## src/shared/guest_virt_map.svh

```systemverilog
// Register offsets, field positions and reset values of the virtualization block
`ifndef GUEST_VIRT_MAP_SVH
`define GUEST_VIRT_MAP_SVH

`define TS_BIT            3
`define TPR_SHADOW_MSB    7
`define TPR_SHADOW_LSB    4
`define TPR_MSB           3
`define STAMP_MSR_INDEX   32'h0000_0010
`define STATUS_WORD_LOAD_INSTR_FIELD        32'h0000_000F
`define LOW16_MSB         15
`define HIGH_KEEP_LSB     16

`define OFF_CTRL          8'h00
`define OFF_CR0_MASK      8'h04
`define OFF_CR0_SHADOW    8'h08
`define OFF_CR4_MASK      8'h0C
`define OFF_CR4_SHADOW    8'h10
`define OFF_OFFSET_LO     8'h14
`define OFF_OFFSET_HI     8'h18
`define OFF_THRESHOLD     8'h1C
`define OFF_CR0_FIXED1    8'h20
`define OFF_CR0_ALLOWED1  8'h24
`define OFF_CR4_FIXED1    8'h28
`define OFF_CR4_ALLOWED1  8'h2C
`define OFF_CR0           8'h30
`define OFF_CR4           8'h34
`define OFF_TPR_BYTE      8'h38
`define OFF_STATUS        8'h3C
`define OFF_COUNT_LO      8'h40
`define OFF_COUNT_HI      8'h44
`define OFF_TPR           8'h48

`define ALLOWED1_RESET    32'hFFFF_FFFF
`define COUNT_STEP        64'h0000_0000_0000_0001

`endif

```

## src/shared/guest_virt_pkg.sv

```systemverilog
// Types shared by the virtualization block and its decision logic
package guest_virt_pkg;

  typedef enum logic [3:0] {
    op_none, op_task_flag_clear_instr, op_interrupt_return_instr,
    op_status_word_load_instr, op_read_primary, op_read_extension,
    op_read_priority, op_write_primary, op_write_extension,
    op_write_priority, op_model_reg_read_instr, op_stamp_read_instr,
    op_status_word_store_instr
  } instr_op_type;

  typedef enum logic [1:0] {dest_16, dest_32, dest_64} dest_size_type;

  typedef struct packed {
    logic stamp_offset_en;
    logic stamp_read_exit;
    logic tpr_shadow_en;
    logic priority_load_exit;
    logic priority_store_exit;
    logic nmi_exit;
  } ctrl_type;

  typedef struct packed {
    ctrl_type    ctrl;
    logic [31:0] cr0_mask;
    logic [31:0] cr0_shadow;
    logic [31:0] cr4_mask;
    logic [31:0] cr4_shadow;
    logic [31:0] cr0_fixed1;
    logic [31:0] cr0_allowed1;
    logic [31:0] cr4_fixed1;
    logic [31:0] cr4_allowed1;
    logic [63:0] stamp_offset;
    logic [3:0]  threshold;
  } cfg_type;

  typedef struct packed {
    logic          valid;
    instr_op_type  op;
    logic [63:0]   operand;
    dest_size_type size;
    logic [31:0]   index;
  } req_type;

  typedef struct packed {
    logic [31:0] primary_control_reg;
    logic [31:0] extension_control_reg;
    logic [3:0]  task_priority_value;
    logic [7:0]  tpr_byte;
    logic [63:0] cycle_stamp_counter;
  } arch_type;

  typedef struct packed {
    logic        exit;
    logic        fault;
    logic        trap;
    logic        nmi_unblock;
    logic [63:0] result;
    arch_type    arch;
  } resp_type;

  typedef struct packed {
    logic        ack;
    logic [31:0] rdata;
    cfg_type     cfg;
    arch_type    arch;
    logic        nmi_blocked;
    logic        done;
    logic        exit;
    logic        fault;
    logic        trap;
    logic [63:0] result;
  } top_state_type;

endpackage : guest_virt_pkg

```

## src/shared/decide_if.sv

```systemverilog
// Carrier between the top level and the instruction decision logic
`timescale 1ns/1ps
interface decide_if;
  import guest_virt_pkg::*;
  req_type  req;
  cfg_type  cfg;
  arch_type arch;
  resp_type resp;
  modport top     (output req, output cfg, output arch, input resp);
  modport decider (input req, input cfg, input arch, output resp);
endinterface : decide_if

```

## src/instr_decider.sv

```systemverilog
// Combinational outcome of one guest instruction under the current controls
`timescale 1ns/1ps
`include "guest_virt_map.svh"
module instr_decider
  import guest_virt_pkg::*;
(
  // Request, configuration and state in; outcome out
  decide_if.decider dif
);

  function automatic logic [31:0] shadow_read(input logic [31:0] real_v,
      input logic [31:0] mask, input logic [31:0] shadow);
    shadow_read = (real_v & ~mask) | (shadow & mask);
  endfunction : shadow_read

  function automatic logic [31:0] keep_owned(input logic [31:0] old_v,
      input logic [31:0] mask, input logic [31:0] new_v);
    keep_owned = (old_v & mask) | (new_v & ~mask);
  endfunction : keep_owned

  function automatic logic unsupported(input logic [31:0] v,
      input logic [31:0] fixed1, input logic [31:0] allowed1);
    unsupported = |((~v & fixed1) | (v & ~allowed1));
  endfunction : unsupported

  logic [31:0] cr0_view;
  logic [31:0] cr4_view;
  logic [31:0] wr_val;
  logic [63:0] stamp_sum;
  cfg_type     c;
  arch_type    a;

  always_comb begin
    c = dif.cfg;
    a = dif.arch;
    cr0_view  = shadow_read(a.primary_control_reg, c.cr0_mask,
                            c.cr0_shadow);
    cr4_view  = shadow_read(a.extension_control_reg, c.cr4_mask,
                            c.cr4_shadow);
    stamp_sum = a.cycle_stamp_counter + c.stamp_offset;
    wr_val    = '0;
    dif.resp      = '0;
    dif.resp.arch = a;
    case (dif.req.op)
      op_task_flag_clear_instr: begin
        if (!c.cr0_mask[`TS_BIT]) begin
          if (c.cr0_fixed1[`TS_BIT]) begin
            dif.resp.fault = 1'b1;
          end else begin
            dif.resp.arch.primary_control_reg[`TS_BIT] = 1'b0;
          end
        end else if (c.cr0_shadow[`TS_BIT]) begin
          dif.resp.exit = 1'b1;
        end
        // Owned and shadow clear: completes, flag untouched
      end
      op_interrupt_return_instr: begin
        dif.resp.nmi_unblock = !c.ctrl.nmi_exit;
      end
      op_status_word_load_instr: begin
        // Exits when an owned bit would differ from what the guest sees
        if (|((dif.req.operand[31:0] ^ c.cr0_shadow) & c.cr0_mask &
              `STATUS_WORD_LOAD_INSTR_FIELD)) begin
          dif.resp.exit = 1'b1;
        end else begin
          wr_val = keep_owned(a.primary_control_reg, c.cr0_mask,
                   (a.primary_control_reg & ~`STATUS_WORD_LOAD_INSTR_FIELD) |
                   (dif.req.operand[31:0] & `STATUS_WORD_LOAD_INSTR_FIELD));
          if (unsupported(wr_val, c.cr0_fixed1, c.cr0_allowed1)) begin
            dif.resp.fault = 1'b1;
          end else begin
            dif.resp.arch.primary_control_reg = wr_val;
          end
        end
      end
      op_read_primary: dif.resp.result = {32'h0000_0000, cr0_view};
      op_read_extension: dif.resp.result = {32'h0000_0000, cr4_view};
      op_read_priority: begin
        if (c.ctrl.priority_store_exit) begin
          dif.resp.exit = 1'b1;
        end else if (c.ctrl.tpr_shadow_en) begin
          dif.resp.result = {60'h0, a.tpr_byte[`TPR_SHADOW_MSB:
                                               `TPR_SHADOW_LSB]};
        end else begin
          dif.resp.result = {60'h0, a.task_priority_value};
        end
      end
      op_write_primary: begin
        if (|((dif.req.operand[31:0] ^ c.cr0_shadow) & c.cr0_mask)) begin
          dif.resp.exit = 1'b1;
        end else begin
          wr_val = keep_owned(a.primary_control_reg, c.cr0_mask,
                              dif.req.operand[31:0]);
          if (unsupported(wr_val, c.cr0_fixed1, c.cr0_allowed1)) begin
            dif.resp.fault = 1'b1;
          end else begin
            dif.resp.arch.primary_control_reg = wr_val;
          end
        end
      end
      op_write_extension: begin
        if (|((dif.req.operand[31:0] ^ c.cr4_shadow) & c.cr4_mask)) begin
          dif.resp.exit = 1'b1;
        end else begin
          wr_val = keep_owned(a.extension_control_reg, c.cr4_mask,
                              dif.req.operand[31:0]);
          if (unsupported(wr_val, c.cr4_fixed1, c.cr4_allowed1)) begin
            dif.resp.fault = 1'b1;
          end else begin
            dif.resp.arch.extension_control_reg = wr_val;
          end
        end
      end
      op_write_priority: begin
        if (c.ctrl.priority_load_exit) begin
          dif.resp.exit = 1'b1;
        end else if (c.ctrl.tpr_shadow_en) begin
          dif.resp.arch.tpr_byte[`TPR_SHADOW_MSB:`TPR_SHADOW_LSB] =
            dif.req.operand[`TPR_MSB:0];
          dif.resp.trap = dif.req.operand[`TPR_MSB:0] < c.threshold;
        end else begin
          dif.resp.arch.task_priority_value =
            dif.req.operand[`TPR_MSB:0];
        end
      end
      op_model_reg_read_instr: begin
        if (dif.req.index != `STAMP_MSR_INDEX) begin
          dif.resp.exit = 1'b1;
        end else begin
          dif.resp.result = c.ctrl.stamp_offset_en ? stamp_sum
                          : a.cycle_stamp_counter;
        end
      end
      op_stamp_read_instr: begin
        if (c.ctrl.stamp_read_exit) begin
          dif.resp.exit = 1'b1;
        end else begin
          dif.resp.result = c.ctrl.stamp_offset_en ? stamp_sum
                          : a.cycle_stamp_counter;
        end
      end
      op_status_word_store_instr: begin
        case (dif.req.size)
          dest_16: dif.resp.result = {dif.req.operand[63:`HIGH_KEEP_LSB],
                                      cr0_view[`LOW16_MSB:0]};
          dest_32: dif.resp.result = {32'h0000_0000, cr0_view};
          default: dif.resp.result = {32'h0000_0000, cr0_view};
        endcase
      end
      default: dif.resp.result = '0;
    endcase
  end

endmodule : instr_decider

```

## src/guest_instruction_virtualization.sv

```systemverilog
// Guest instruction virtualization: control fields, shadows and outcomes
//
// Overview of operation
// - Unowned flag clear clears task switched flag
// - Unowned flag fixed to one: clear instruction faults
// - Owned, shadow zero: clear completes, flag kept
// - Owned, shadow one: clear instruction exits
// - No NMI exiting: return unblocks NMIs
// - NMI exiting: return leaves NMI blocking
// - Status load keeps owned bits, faults unsupported
// - Primary read mixes real and shadow bits
// - Extension read mixes real and shadow bits
// - Priority read uses shadow byte bits 7:4
// - Priority store exiting makes reads exit
// - Primary write keeps owned bits, faults unsupported
// - Extension write keeps owned bits, faults unsupported
// - Priority write stores shadow byte bits 7:4
// - Shadow below threshold raises trap exit
// - Priority load exiting makes writes exit
// - Stamp model read returns raw counter
// - Stamp model read adds signed offset
// - Stamp read returns counter plus offset
// - Stamp read exiting makes stamp read exit
// - Status store mixes real and shadow bits
// - Sixteen bit store keeps destination upper bits
// - Thirty two bit store clears upper half
//
// Implementation choices: the placing of the registers and register access over Wishbone.
`timescale 1ns/1ps
`include "guest_virt_map.svh"
module guest_instruction_virtualization
  import guest_virt_pkg::*;
(
  // Clock and reset
  input  wire logic          clk_i,
  input  wire logic          rst_i,
  // Wishbone slave
  input  wire logic          cyc_i,
  input  wire logic          stb_i,
  input  wire logic          we_i,
  input  wire logic [7:0]    adr_i,
  input  wire logic [3:0]    sel_i,
  input  wire logic [31:0]   dat_i,
  output logic      [31:0]   dat_o,
  output logic               ack_o,
  // Guest instruction request
  input  wire logic          instr_valid_i,
  input  wire instr_op_type  instr_op_i,
  input  wire logic [63:0]   instr_operand_i,
  input  wire dest_size_type instr_size_i,
  input  wire logic [31:0]   instr_index_i,
  // Interrupt delivery
  input  wire logic          nmi_block_set_i,
  // Instruction outcome
  output logic               done_o,
  output logic               exit_o,
  output logic               fault_o,
  output logic               trap_exit_o,
  output logic [63:0]        result_o,
  output logic               nmi_blocked_o
);

  top_state_type s;
  top_state_type next_s;
  decide_if      dif ();
  logic [31:0]   rd_val;
  logic [31:0]   wr_word;
  logic          bus_req;

  function automatic logic [31:0] lane_merge(input logic [31:0] old_v,
      input logic [31:0] new_v, input logic [3:0] sel);
    logic [31:0] r;
    r = old_v;
    for (int i = 0; i < 4; i++) begin
      if (sel[i]) begin
        r[i*8 +: 8] = new_v[i*8 +: 8];
      end
    end
    lane_merge = r;
  endfunction : lane_merge

  function automatic logic [31:0] reg_view(input logic [7:0] adr,
      input top_state_type st);
    case (adr)
      `OFF_CTRL:         reg_view = {26'h0, st.cfg.ctrl};
      `OFF_CR0_MASK:     reg_view = st.cfg.cr0_mask;
      `OFF_CR0_SHADOW:   reg_view = st.cfg.cr0_shadow;
      `OFF_CR4_MASK:     reg_view = st.cfg.cr4_mask;
      `OFF_CR4_SHADOW:   reg_view = st.cfg.cr4_shadow;
      `OFF_OFFSET_LO:    reg_view = st.cfg.stamp_offset[31:0];
      `OFF_OFFSET_HI:    reg_view = st.cfg.stamp_offset[63:32];
      `OFF_THRESHOLD:    reg_view = {28'h0, st.cfg.threshold};
      `OFF_CR0_FIXED1:   reg_view = st.cfg.cr0_fixed1;
      `OFF_CR0_ALLOWED1: reg_view = st.cfg.cr0_allowed1;
      `OFF_CR4_FIXED1:   reg_view = st.cfg.cr4_fixed1;
      `OFF_CR4_ALLOWED1: reg_view = st.cfg.cr4_allowed1;
      `OFF_CR0:          reg_view = st.arch.primary_control_reg;
      `OFF_CR4:          reg_view = st.arch.extension_control_reg;
      `OFF_TPR_BYTE:     reg_view = {24'h0, st.arch.tpr_byte};
      `OFF_STATUS:       reg_view = {31'h0, st.nmi_blocked};
      `OFF_COUNT_LO:     reg_view = st.arch.cycle_stamp_counter[31:0];
      `OFF_COUNT_HI:     reg_view = st.arch.cycle_stamp_counter[63:32];
      `OFF_TPR:          reg_view = {28'h0, st.arch.task_priority_value};
      default:           reg_view = 32'h0000_0000;
    endcase
  endfunction : reg_view

  assign dif.req  = '{valid: instr_valid_i, op: instr_op_i,
                      operand: instr_operand_i, size: instr_size_i,
                      index: instr_index_i};
  assign dif.cfg  = s.cfg;
  assign dif.arch = s.arch;

  instr_decider u_decider (
    .dif (dif.decider)
  );

  always_comb begin
    next_s  = s;
    bus_req = cyc_i && stb_i;
    rd_val  = reg_view(adr_i, s);
    wr_word = lane_merge(rd_val, dat_i, sel_i);
    // One wait cycle; ack drops the cycle after it is given
    next_s.ack = bus_req && !s.ack;
    if (bus_req && !s.ack) begin
      next_s.rdata = rd_val;
    end
    next_s.arch.cycle_stamp_counter = s.arch.cycle_stamp_counter +
                                      `COUNT_STEP;
    // Writes commit on the edge where the master samples ack
    if (bus_req && s.ack && we_i) begin
      case (adr_i)
        `OFF_CTRL:         next_s.cfg.ctrl = ctrl_type'(wr_word[5:0]);
        `OFF_CR0_MASK:     next_s.cfg.cr0_mask = wr_word;
        `OFF_CR0_SHADOW:   next_s.cfg.cr0_shadow = wr_word;
        `OFF_CR4_MASK:     next_s.cfg.cr4_mask = wr_word;
        `OFF_CR4_SHADOW:   next_s.cfg.cr4_shadow = wr_word;
        `OFF_OFFSET_LO:    next_s.cfg.stamp_offset[31:0] = wr_word;
        `OFF_OFFSET_HI:    next_s.cfg.stamp_offset[63:32] = wr_word;
        `OFF_THRESHOLD:    next_s.cfg.threshold = wr_word[3:0];
        `OFF_CR0_FIXED1:   next_s.cfg.cr0_fixed1 = wr_word;
        `OFF_CR0_ALLOWED1: next_s.cfg.cr0_allowed1 = wr_word;
        `OFF_CR4_FIXED1:   next_s.cfg.cr4_fixed1 = wr_word;
        `OFF_CR4_ALLOWED1: next_s.cfg.cr4_allowed1 = wr_word;
        `OFF_CR0:          next_s.arch.primary_control_reg = wr_word;
        `OFF_CR4:          next_s.arch.extension_control_reg = wr_word;
        `OFF_TPR_BYTE:     next_s.arch.tpr_byte = wr_word[7:0];
        `OFF_TPR:          next_s.arch.task_priority_value = wr_word[3:0];
        default:           next_s.rdata = s.rdata;
      endcase
    end
    // A guest instruction in the same cycle overrides a bus write to
    // architectural state; the hypervisor is not expected to race it
    next_s.done  = instr_valid_i;
    next_s.exit  = instr_valid_i && dif.resp.exit;
    next_s.fault = instr_valid_i && dif.resp.fault;
    next_s.trap  = instr_valid_i && dif.resp.trap;
    if (instr_valid_i) begin
      next_s.result = dif.resp.result;
      next_s.arch.primary_control_reg =
        dif.resp.arch.primary_control_reg;
      next_s.arch.extension_control_reg =
        dif.resp.arch.extension_control_reg;
      next_s.arch.task_priority_value =
        dif.resp.arch.task_priority_value;
      next_s.arch.tpr_byte = dif.resp.arch.tpr_byte;
      if (dif.resp.nmi_unblock) begin
        next_s.nmi_blocked = 1'b0;
      end
    end
    // A new NMI block in the same cycle wins over the unblock
    if (nmi_block_set_i) begin
      next_s.nmi_blocked = 1'b1;
    end
  end

  always_ff @(posedge clk_i) begin
    if (rst_i) begin
      s <= '0;
      s.cfg.cr0_allowed1 <= `ALLOWED1_RESET;
      s.cfg.cr4_allowed1 <= `ALLOWED1_RESET;
    end else begin
      s <= next_s;
    end
  end

  assign ack_o         = s.ack;
  assign dat_o         = s.rdata;
  assign done_o        = s.done;
  assign exit_o        = s.exit;
  assign fault_o       = s.fault;
  assign trap_exit_o   = s.trap;
  assign result_o      = s.result;
  assign nmi_blocked_o = s.nmi_blocked;

  a_task_flag_clear_instr_normal: assert property (
    @(posedge clk_i) disable iff (rst_i)
    instr_valid_i && instr_op_i == op_task_flag_clear_instr &&
    !s.cfg.cr0_mask[`TS_BIT] && !s.cfg.cr0_fixed1[`TS_BIT]
    |=> done_o && !exit_o && !fault_o &&
        !s.arch.primary_control_reg[`TS_BIT])
    else $error("flag clear did not clear the task switched flag");

  a_task_flag_clear_instr_fault: assert property (
    @(posedge clk_i) disable iff (rst_i)
    instr_valid_i && instr_op_i == op_task_flag_clear_instr &&
    !s.cfg.cr0_mask[`TS_BIT] && s.cfg.cr0_fixed1[`TS_BIT]
    |=> fault_o && !exit_o && $stable(s.arch.primary_control_reg))
    else $error("flag clear with fixed flag did not fault");

  a_task_flag_clear_instr_keep: assert property (
    @(posedge clk_i) disable iff (rst_i)
    instr_valid_i && instr_op_i == op_task_flag_clear_instr &&
    s.cfg.cr0_mask[`TS_BIT] && !s.cfg.cr0_shadow[`TS_BIT]
    |=> !exit_o && !fault_o &&
        s.arch.primary_control_reg[`TS_BIT] ==
        $past(s.arch.primary_control_reg[`TS_BIT]))
    else $error("owned flag clear changed the flag");

  a_task_flag_clear_instr_exit: assert property (
    @(posedge clk_i) disable iff (rst_i)
    instr_valid_i && instr_op_i == op_task_flag_clear_instr &&
    s.cfg.cr0_mask[`TS_BIT] && s.cfg.cr0_shadow[`TS_BIT]
    |=> done_o && exit_o && !fault_o && !trap_exit_o)
    else $error("flag clear with shadow set did not exit");

  a_interrupt_return_instr_unblock: assert property (
    @(posedge clk_i) disable iff (rst_i)
    instr_valid_i && instr_op_i == op_interrupt_return_instr &&
    !s.cfg.ctrl.nmi_exit && !nmi_block_set_i
    |=> !nmi_blocked_o)
    else $error("interrupt return did not unblock NMIs");

  a_interrupt_return_instr_hold: assert property (
    @(posedge clk_i) disable iff (rst_i)
    instr_valid_i && instr_op_i == op_interrupt_return_instr &&
    s.cfg.ctrl.nmi_exit && !nmi_block_set_i
    |=> $stable(nmi_blocked_o))
    else $error("interrupt return changed NMI blocking");

  a_cr0_view: assert property (
    @(posedge clk_i) disable iff (rst_i)
    instr_valid_i && instr_op_i == op_read_primary
    |=> result_o[31:0] ==
        (($past(s.arch.primary_control_reg) & ~$past(s.cfg.cr0_mask)) |
         ($past(s.cfg.cr0_shadow) & $past(s.cfg.cr0_mask))))
    else $error("primary read did not mix real and shadow bits");

  a_prio_read: assert property (
    @(posedge clk_i) disable iff (rst_i)
    instr_valid_i && instr_op_i == op_read_priority &&
    !s.cfg.ctrl.priority_store_exit && s.cfg.ctrl.tpr_shadow_en
    |=> !exit_o && result_o == {60'h0, $past(s.arch.tpr_byte[7:4])})
    else $error("shadowed priority read returned wrong bits");

  a_prio_exit: assert property (
    @(posedge clk_i) disable iff (rst_i)
    instr_valid_i && instr_op_i == op_read_priority &&
    s.cfg.ctrl.priority_store_exit
    |=> exit_o && $stable(s.arch.tpr_byte))
    else $error("priority read did not exit");

  a_prio_trap: assert property (
    @(posedge clk_i) disable iff (rst_i)
    instr_valid_i && instr_op_i == op_write_priority &&
    !s.cfg.ctrl.priority_load_exit && s.cfg.ctrl.tpr_shadow_en
    |=> s.arch.tpr_byte[7:4] == $past(instr_operand_i[3:0]) &&
        trap_exit_o == (s.arch.tpr_byte[7:4] < $past(s.cfg.threshold)))
    else $error("shadowed priority write or trap exit wrong");

  a_stamp_exit: assert property (
    @(posedge clk_i) disable iff (rst_i)
    instr_valid_i && instr_op_i == op_stamp_read_instr &&
    s.cfg.ctrl.stamp_read_exit
    |=> exit_o && done_o)
    else $error("stamp read did not exit");

  a_status_word_store_instr_32: assert property (
    @(posedge clk_i) disable iff (rst_i)
    instr_valid_i && instr_op_i == op_status_word_store_instr &&
    instr_size_i == dest_32
    |=> result_o[63:32] == 32'h0000_0000)
    else $error("32-bit status store left upper half set");

  a_bus_ack: assert property (
    @(posedge clk_i) disable iff (rst_i)
    cyc_i && stb_i && !ack_o |=> ack_o ##1 !ack_o)
    else $error("bus ack not a single cycle answer");

  c_task_flag_clear_instr_exit: cover property (
    @(posedge clk_i) disable iff (rst_i)
    exit_o && $past(instr_op_i) == op_task_flag_clear_instr);

  c_prio_trap: cover property (
    @(posedge clk_i) disable iff (rst_i) trap_exit_o);

  c_stamp_offset: cover property (
    @(posedge clk_i) disable iff (rst_i)
    instr_valid_i && instr_op_i == op_stamp_read_instr &&
    s.cfg.ctrl.stamp_offset_en ##1 done_o && !exit_o);

  c_bus_write: cover property (
    @(posedge clk_i) disable iff (rst_i) ack_o && we_i);

endmodule : guest_instruction_virtualization

```

## config.mk

```make
export PLATFORM = sky130hd
export DESIGN_NAME = guest_instruction_virtualization
export DESIGN_NICKNAME = d
export VERILOG_FILES = /design/src/shared/guest_virt_pkg.sv /design/src/shared/decide_if.sv /design/src/instr_decider.sv /design/src/guest_instruction_virtualization.sv
export VERILOG_INCLUDE_DIRS = /design/src /design/src/shared
export SDC_FILE = /design/constraint.sdc
export NUM_CORES = 2
export LEC_CHECK = 0
export ABC_AREA = 1
export BUFFER_PORTS_ARGS = -buffer_cell sky130_fd_sc_hd__buf_2
export CAP_MARGIN = 20
export CORE_ASPECT_RATIO = 0.7
export CORE_MARGIN = 3
export CORE_UTILIZATION = 40
export DETAILED_ROUTE_END_ITERATION = 12
export RECOVER_POWER = 50
export REMOVE_ABC_BUFFERS = 1
export SYNTH_ARGS = -nofsm -noshare
export SYNTH_HDL_FRONTEND = slang
export SYNTH_SLANG_ARGS = --single-unit
```

## constraint.sdc

```tcl
create_clock -name clk_i -period 2.9 [get_ports clk_i]
set_input_delay 0.29 -clock clk_i [delete_from_list [all_inputs] [get_ports clk_i]]
set_output_delay 0.29 -clock clk_i [all_outputs]
set_load 0.01 [all_outputs]
```

==> impl_results.rst <==
.. list-table::
   :header-rows: 1

   * - Metric
     - Value
   * - Result of the run
     - finished with violations
   * - Failing checks
     - max-capacitance violations, max-slew violations
   * - Avg Vias per Cell
     - 5.767
   * - Most used standard cell by instance count after synthesis
     - nand2_1
   * - Most area-hungry cell type in the Yosys netlist
     - dfxtp_1
   * - DRC
     - 0
   * - Root Driver
     - clkbuf_16
   * - Worst setup EP type
     - flop
   * - Vias
     - 44.69k
   * - Cts bufs inserted
     - 66
   * - Number of pins with negative max-slew slack in the final report
     - 59
   * - CP required
     - 3.41 ns
   * - Vias in the first global route
     - 39.24k
   * - Peak ir drop on the vdd network
     - 0.3820 mV
   * - Period utilization
     - 99.17%
   * - Netlist cell types
     - 57
   * - Setup crit start
     - dif.cfg[328]$_SDFFE_PP0P_
   * - Fraction of registers with async set or reset after synthesis
     - 0%
   * - DRT iter0 DRCs
     - 7170
   * - Clock latency on the worst-skew pair
     - 0.69 ns
   * - Final Core Density
     - 48.71%
   * - Residual overflow from global routing
     - 0
   * - Mean Syn Cell Area
     - 6.041 um^2
   * - Initial antenna violation count
     - 5
   * - Part of the total power dissipated in the clock network
     - 49.7%
   * - Most used flip-flop cell after synthesis
     - dfxtp_1
   * - Setup TNS after final layout
     - 0 ns
   * - Leakage
     - 19.07 nW
   * - Internal Pwr Total
     - 0.01385 W
   * - CP Class
     - reg -> reg
   * - Number of port buffers
     - 254
   * - Gr usage total
     - 39.84%
   * - Deepest level of the CTS H-tree
     - 3
   * - Ratio of total power to cell area
     - 428.2 nW/um^2
   * - I/O pin cnt
     - 255
   * - Post-layout total power
     - 0.01885 W
   * - Path category of the worst min-delay check
     - in -> reg
   * - Die Outline Area
     - 95240 um^2
   * - Total number of clock tree sinks
     - 572
   * - Core outline area
     - 90360 um^2
   * - Sequential share of power
     - 42.4%
   * - Global-route wire length before repair
     - 278.6 mm
   * - Layout Area Growth over Synthesis
     - 20.25%
   * - Width of the chip
     - 367.6 um
   * - Synth top area share
     - 31.28%
   * - Portion of total power attributed to combinational logic
     - 7.9%
   * - Effective utilization at floorplan
     - 40.51%
   * - Share of cells above drive strength 1
     - 12.00%
   * - Hold violation total from the final report
     - 0
   * - Maximum fanout count along the critical path
     - 23
   * - Register clock-pin slew on the reported worst setup and hold paths
     - 0.06 ns
   * - Post-synth EDFFs
     - 0
   * - Gate Count Post-Synth
     - 6059
   * - Total net switching power
     - 0.005000 W
   * - Worst Tran Pin Value
     - 2.692 ns
   * - Period minus WS final
     - 2.876 ns
   * - Remaining max-slew budget at the tightest pin
     - -79.49%
   * - Most numerous cell types in the synthesized netlist
     - 1825 x nand2_1, 681 x inv_1, 586 x o21ai_0
   * - Slack of the critical path
     - 0.02421 ns
   * - Reg-to-reg critical path startpoint
     - dif.cfg[328]$_SDFFE_PP0P_
   * - Post-DR wirelength/cell
     - 25.75 um
   * - Routed Wire Length
     - 199.5 mm
   * - Crit start category
     - flop
   * - Sw Share
     - 26.53%
   * - Clock Tree Buf Depth
     - 3
   * - Post-placement worst setup slack
     - -0.04739 ns
   * - Post-Syn Area
     - 36610 um^2
   * - Post-Route Skew
     - 0.03088 ns
   * - Clock tree from TritonCTS
     - built
   * - YS warnings
     - 0
   * - DR pass1 iterations
     - 9
   * - Antenna-violating nets left
     - 0
   * - Pin count of the biggest net entering global routing
     - 101
   * - Critical-path cell list
     - o22ai_2 -> inv_1 -> buf_4 -> a21oi_1 -> o21ai_1 -> nand2_1 -> nand2_1 -> a21oi_1
   * - Start point of the worst hold path
     - dat_i[4]
   * - Worst EP arrival
     - 3.39 ns
   * - Count of non-filler cells in the finished layout
     - 7749
   * - DIE HEIGHT
     - 259.1 um
   * - Number of flip-flops and latches in the synthesized netlist
     - 572
   * - Std-Cell Rows
     - 92
   * - Highest cell delay on the worst timing path
     - 1.26 ns
   * - Finish-stage setup viols
     - 0
   * - Fill cells
     - 9564
   * - Post-detailed-placement half-perimeter wirelength
     - 148.5 mm
   * - Top cells by area, synth
     - dfxtp_1 31%, nand2_1 19%, o21ai_0 8.0%
   * - Post-layout net count
     - 6696
   * - Critical Path Slowest Stage Cell
     - inv_1
   * - Achievable Freq
     - 0.3477 GHz
   * - Sequential area share after synthesis
     - 31.28%
   * - Last weighted congestion value of the routability-driven placer
     - 1.071
   * - Max-cap check violation count
     - 2
   * - Cell count after placement
     - 7582
-- worst paths after layout --
check                               to  slack, ns  cells past startpoint
max          result_o[37]$_SDFFE_PP0P_       0.02                      8
min          dif.arch[68]$_SDFFE_PP0P_       0.03                      4
max reg2reg  result_o[37]$_SDFFE_PP0P_       0.02                      8
min reg2reg  result_o[31]$_SDFFE_PP0P_       0.46                      2
-- layout by cell type (no fill, tap or decap), types with 10 or more instances in the layout --
cell type / instances
nand2_1: 1811
inv_1: 685
o21ai_0: 584
dfxtp_1: 563
a21oi_1: 559
nor2_1: 491
nand3_1: 260
buf_4: 254
buf_2: 149
clkbuf_1: 132
nor3_1: 109
o211ai_1: 108
or2_2: 81
clkbuf_16: 73
nand4_1: 69
o21ai_1: 60
ha_1: 60
dlygate4sd3_1: 37
buf_12: 35
nand2_2: 32
o22ai_1: 31
xor2_1: 30
a31oi_1: 25
inv_2: 24
nor2_4: 20
a221oi_1: 19
nor2_2: 16
clkbuf_8: 14
o221ai_1: 13
nor2b_1: 13
o2111ai_1: 12
clkinv_2: 11
nor3b_1: 10
-- power groups by stage --
| stage | combinational, W | sequential [W] | clock, W |
|---|---|---|---|
| after global routing | 0.00157 | 0.00799 | 0.00967 |
| after detailed placement | 0.00137 | 0.00816 | 0 |
| after CTS | 0.00141 | 0.00798 | 0.00939 |
| after floorplan | 0.000596 | 0.00816 | 0 |
| final | 0.00149 | 0.00799 | 0.00937 |
| after global placement | 0.00136 | 0.00816 | 0 |
-- sequential cells by signal, indices dropped and copies added, names as in the netlist --
name / flops
trap_exit_o: 1
ack_o: 1
exit_o: 1
nmi_blocked_o: 1
done_o: 1
dif.arch: 140
result_o: 64
dat_o: 32
dif.cfg: 330
fault_o: 1
-- timing repair --
item | in CTS | in global routing
endpoints found under the hold margin | 36 | 0
hold buffers | 37 | 0
buffers inserted | 0 | 6
cloned | 0 | 6
gates resized for setup | 1 | 77
pin swaps | 0 | 12
endpoints found under the setup margin | 23 | 95
-- routing by layer --
metal | track usage (%) | share of wire, % | up-vias
li1 | - | - | 20620
met2 | 52.75 | 37 | 3161
met4 | 15.60 | 5.0 | 4
met3 | 14.99 | 16 | 549
met1 | 57.13 | 42 | 20350
met5 | 0.9109 | 0.042 | -
-- cell type report --
class                           instances  area, um^2  area share [%]
Antenna cell                            1       2.502        0.005685
Clock buffer                           94        1961           4.454
Clock inverter                         25       367.9          0.8357
Inverter                              712        2683           6.094
Multi-Input combinational cell       4509       21620           49.12
Sequential cell                       572       11460           26.05
Tap cell                             1222        1529           3.474
Timing Repair Buffer                  614        4387           9.966
-- kinds of logic (layout without fill, tap and decap cells) --
logic type / Yosys count / in the layout / share of synthesized area (%)
AO/OA/AOI/OAI: 1456 / 1456 / 21.65
XOR/XNOR: 36 / 36 / 0.8614
adder cells (fa/ha/maj): 68 / 68 / 2.345
buffers and inverters: 978 / 1445 / 10.41
flip-flops: 572 / 572 / 31.28
multiplexers: 2 / 2 / 0.05469
other: 0 / 1 / 0
AND/OR/NAND/NOR: 2947 / 2947 / 33.39
-- metrics by stage --
stage	hold slack, ns	instance area, um^2
4_1_cts	0.0007581	43890
2_1_floorplan	0.3567	35470
6_report	0.03472	44020
3_3_place_gp	0.4490	41180
3_5_place_dp	0.4528	41180
5_1_grt	0.06790	44010
-- worst max-delay path: cells and delay by family, from the launching register on --
family	cells	cell delay, ns
AOI/OAI and AO/OA	4	0.42
DFF	1	0.38
and+or+nand+nor	2	0.17
buffers and inverters	2	1.72
(Power assumes the default switching activity.)
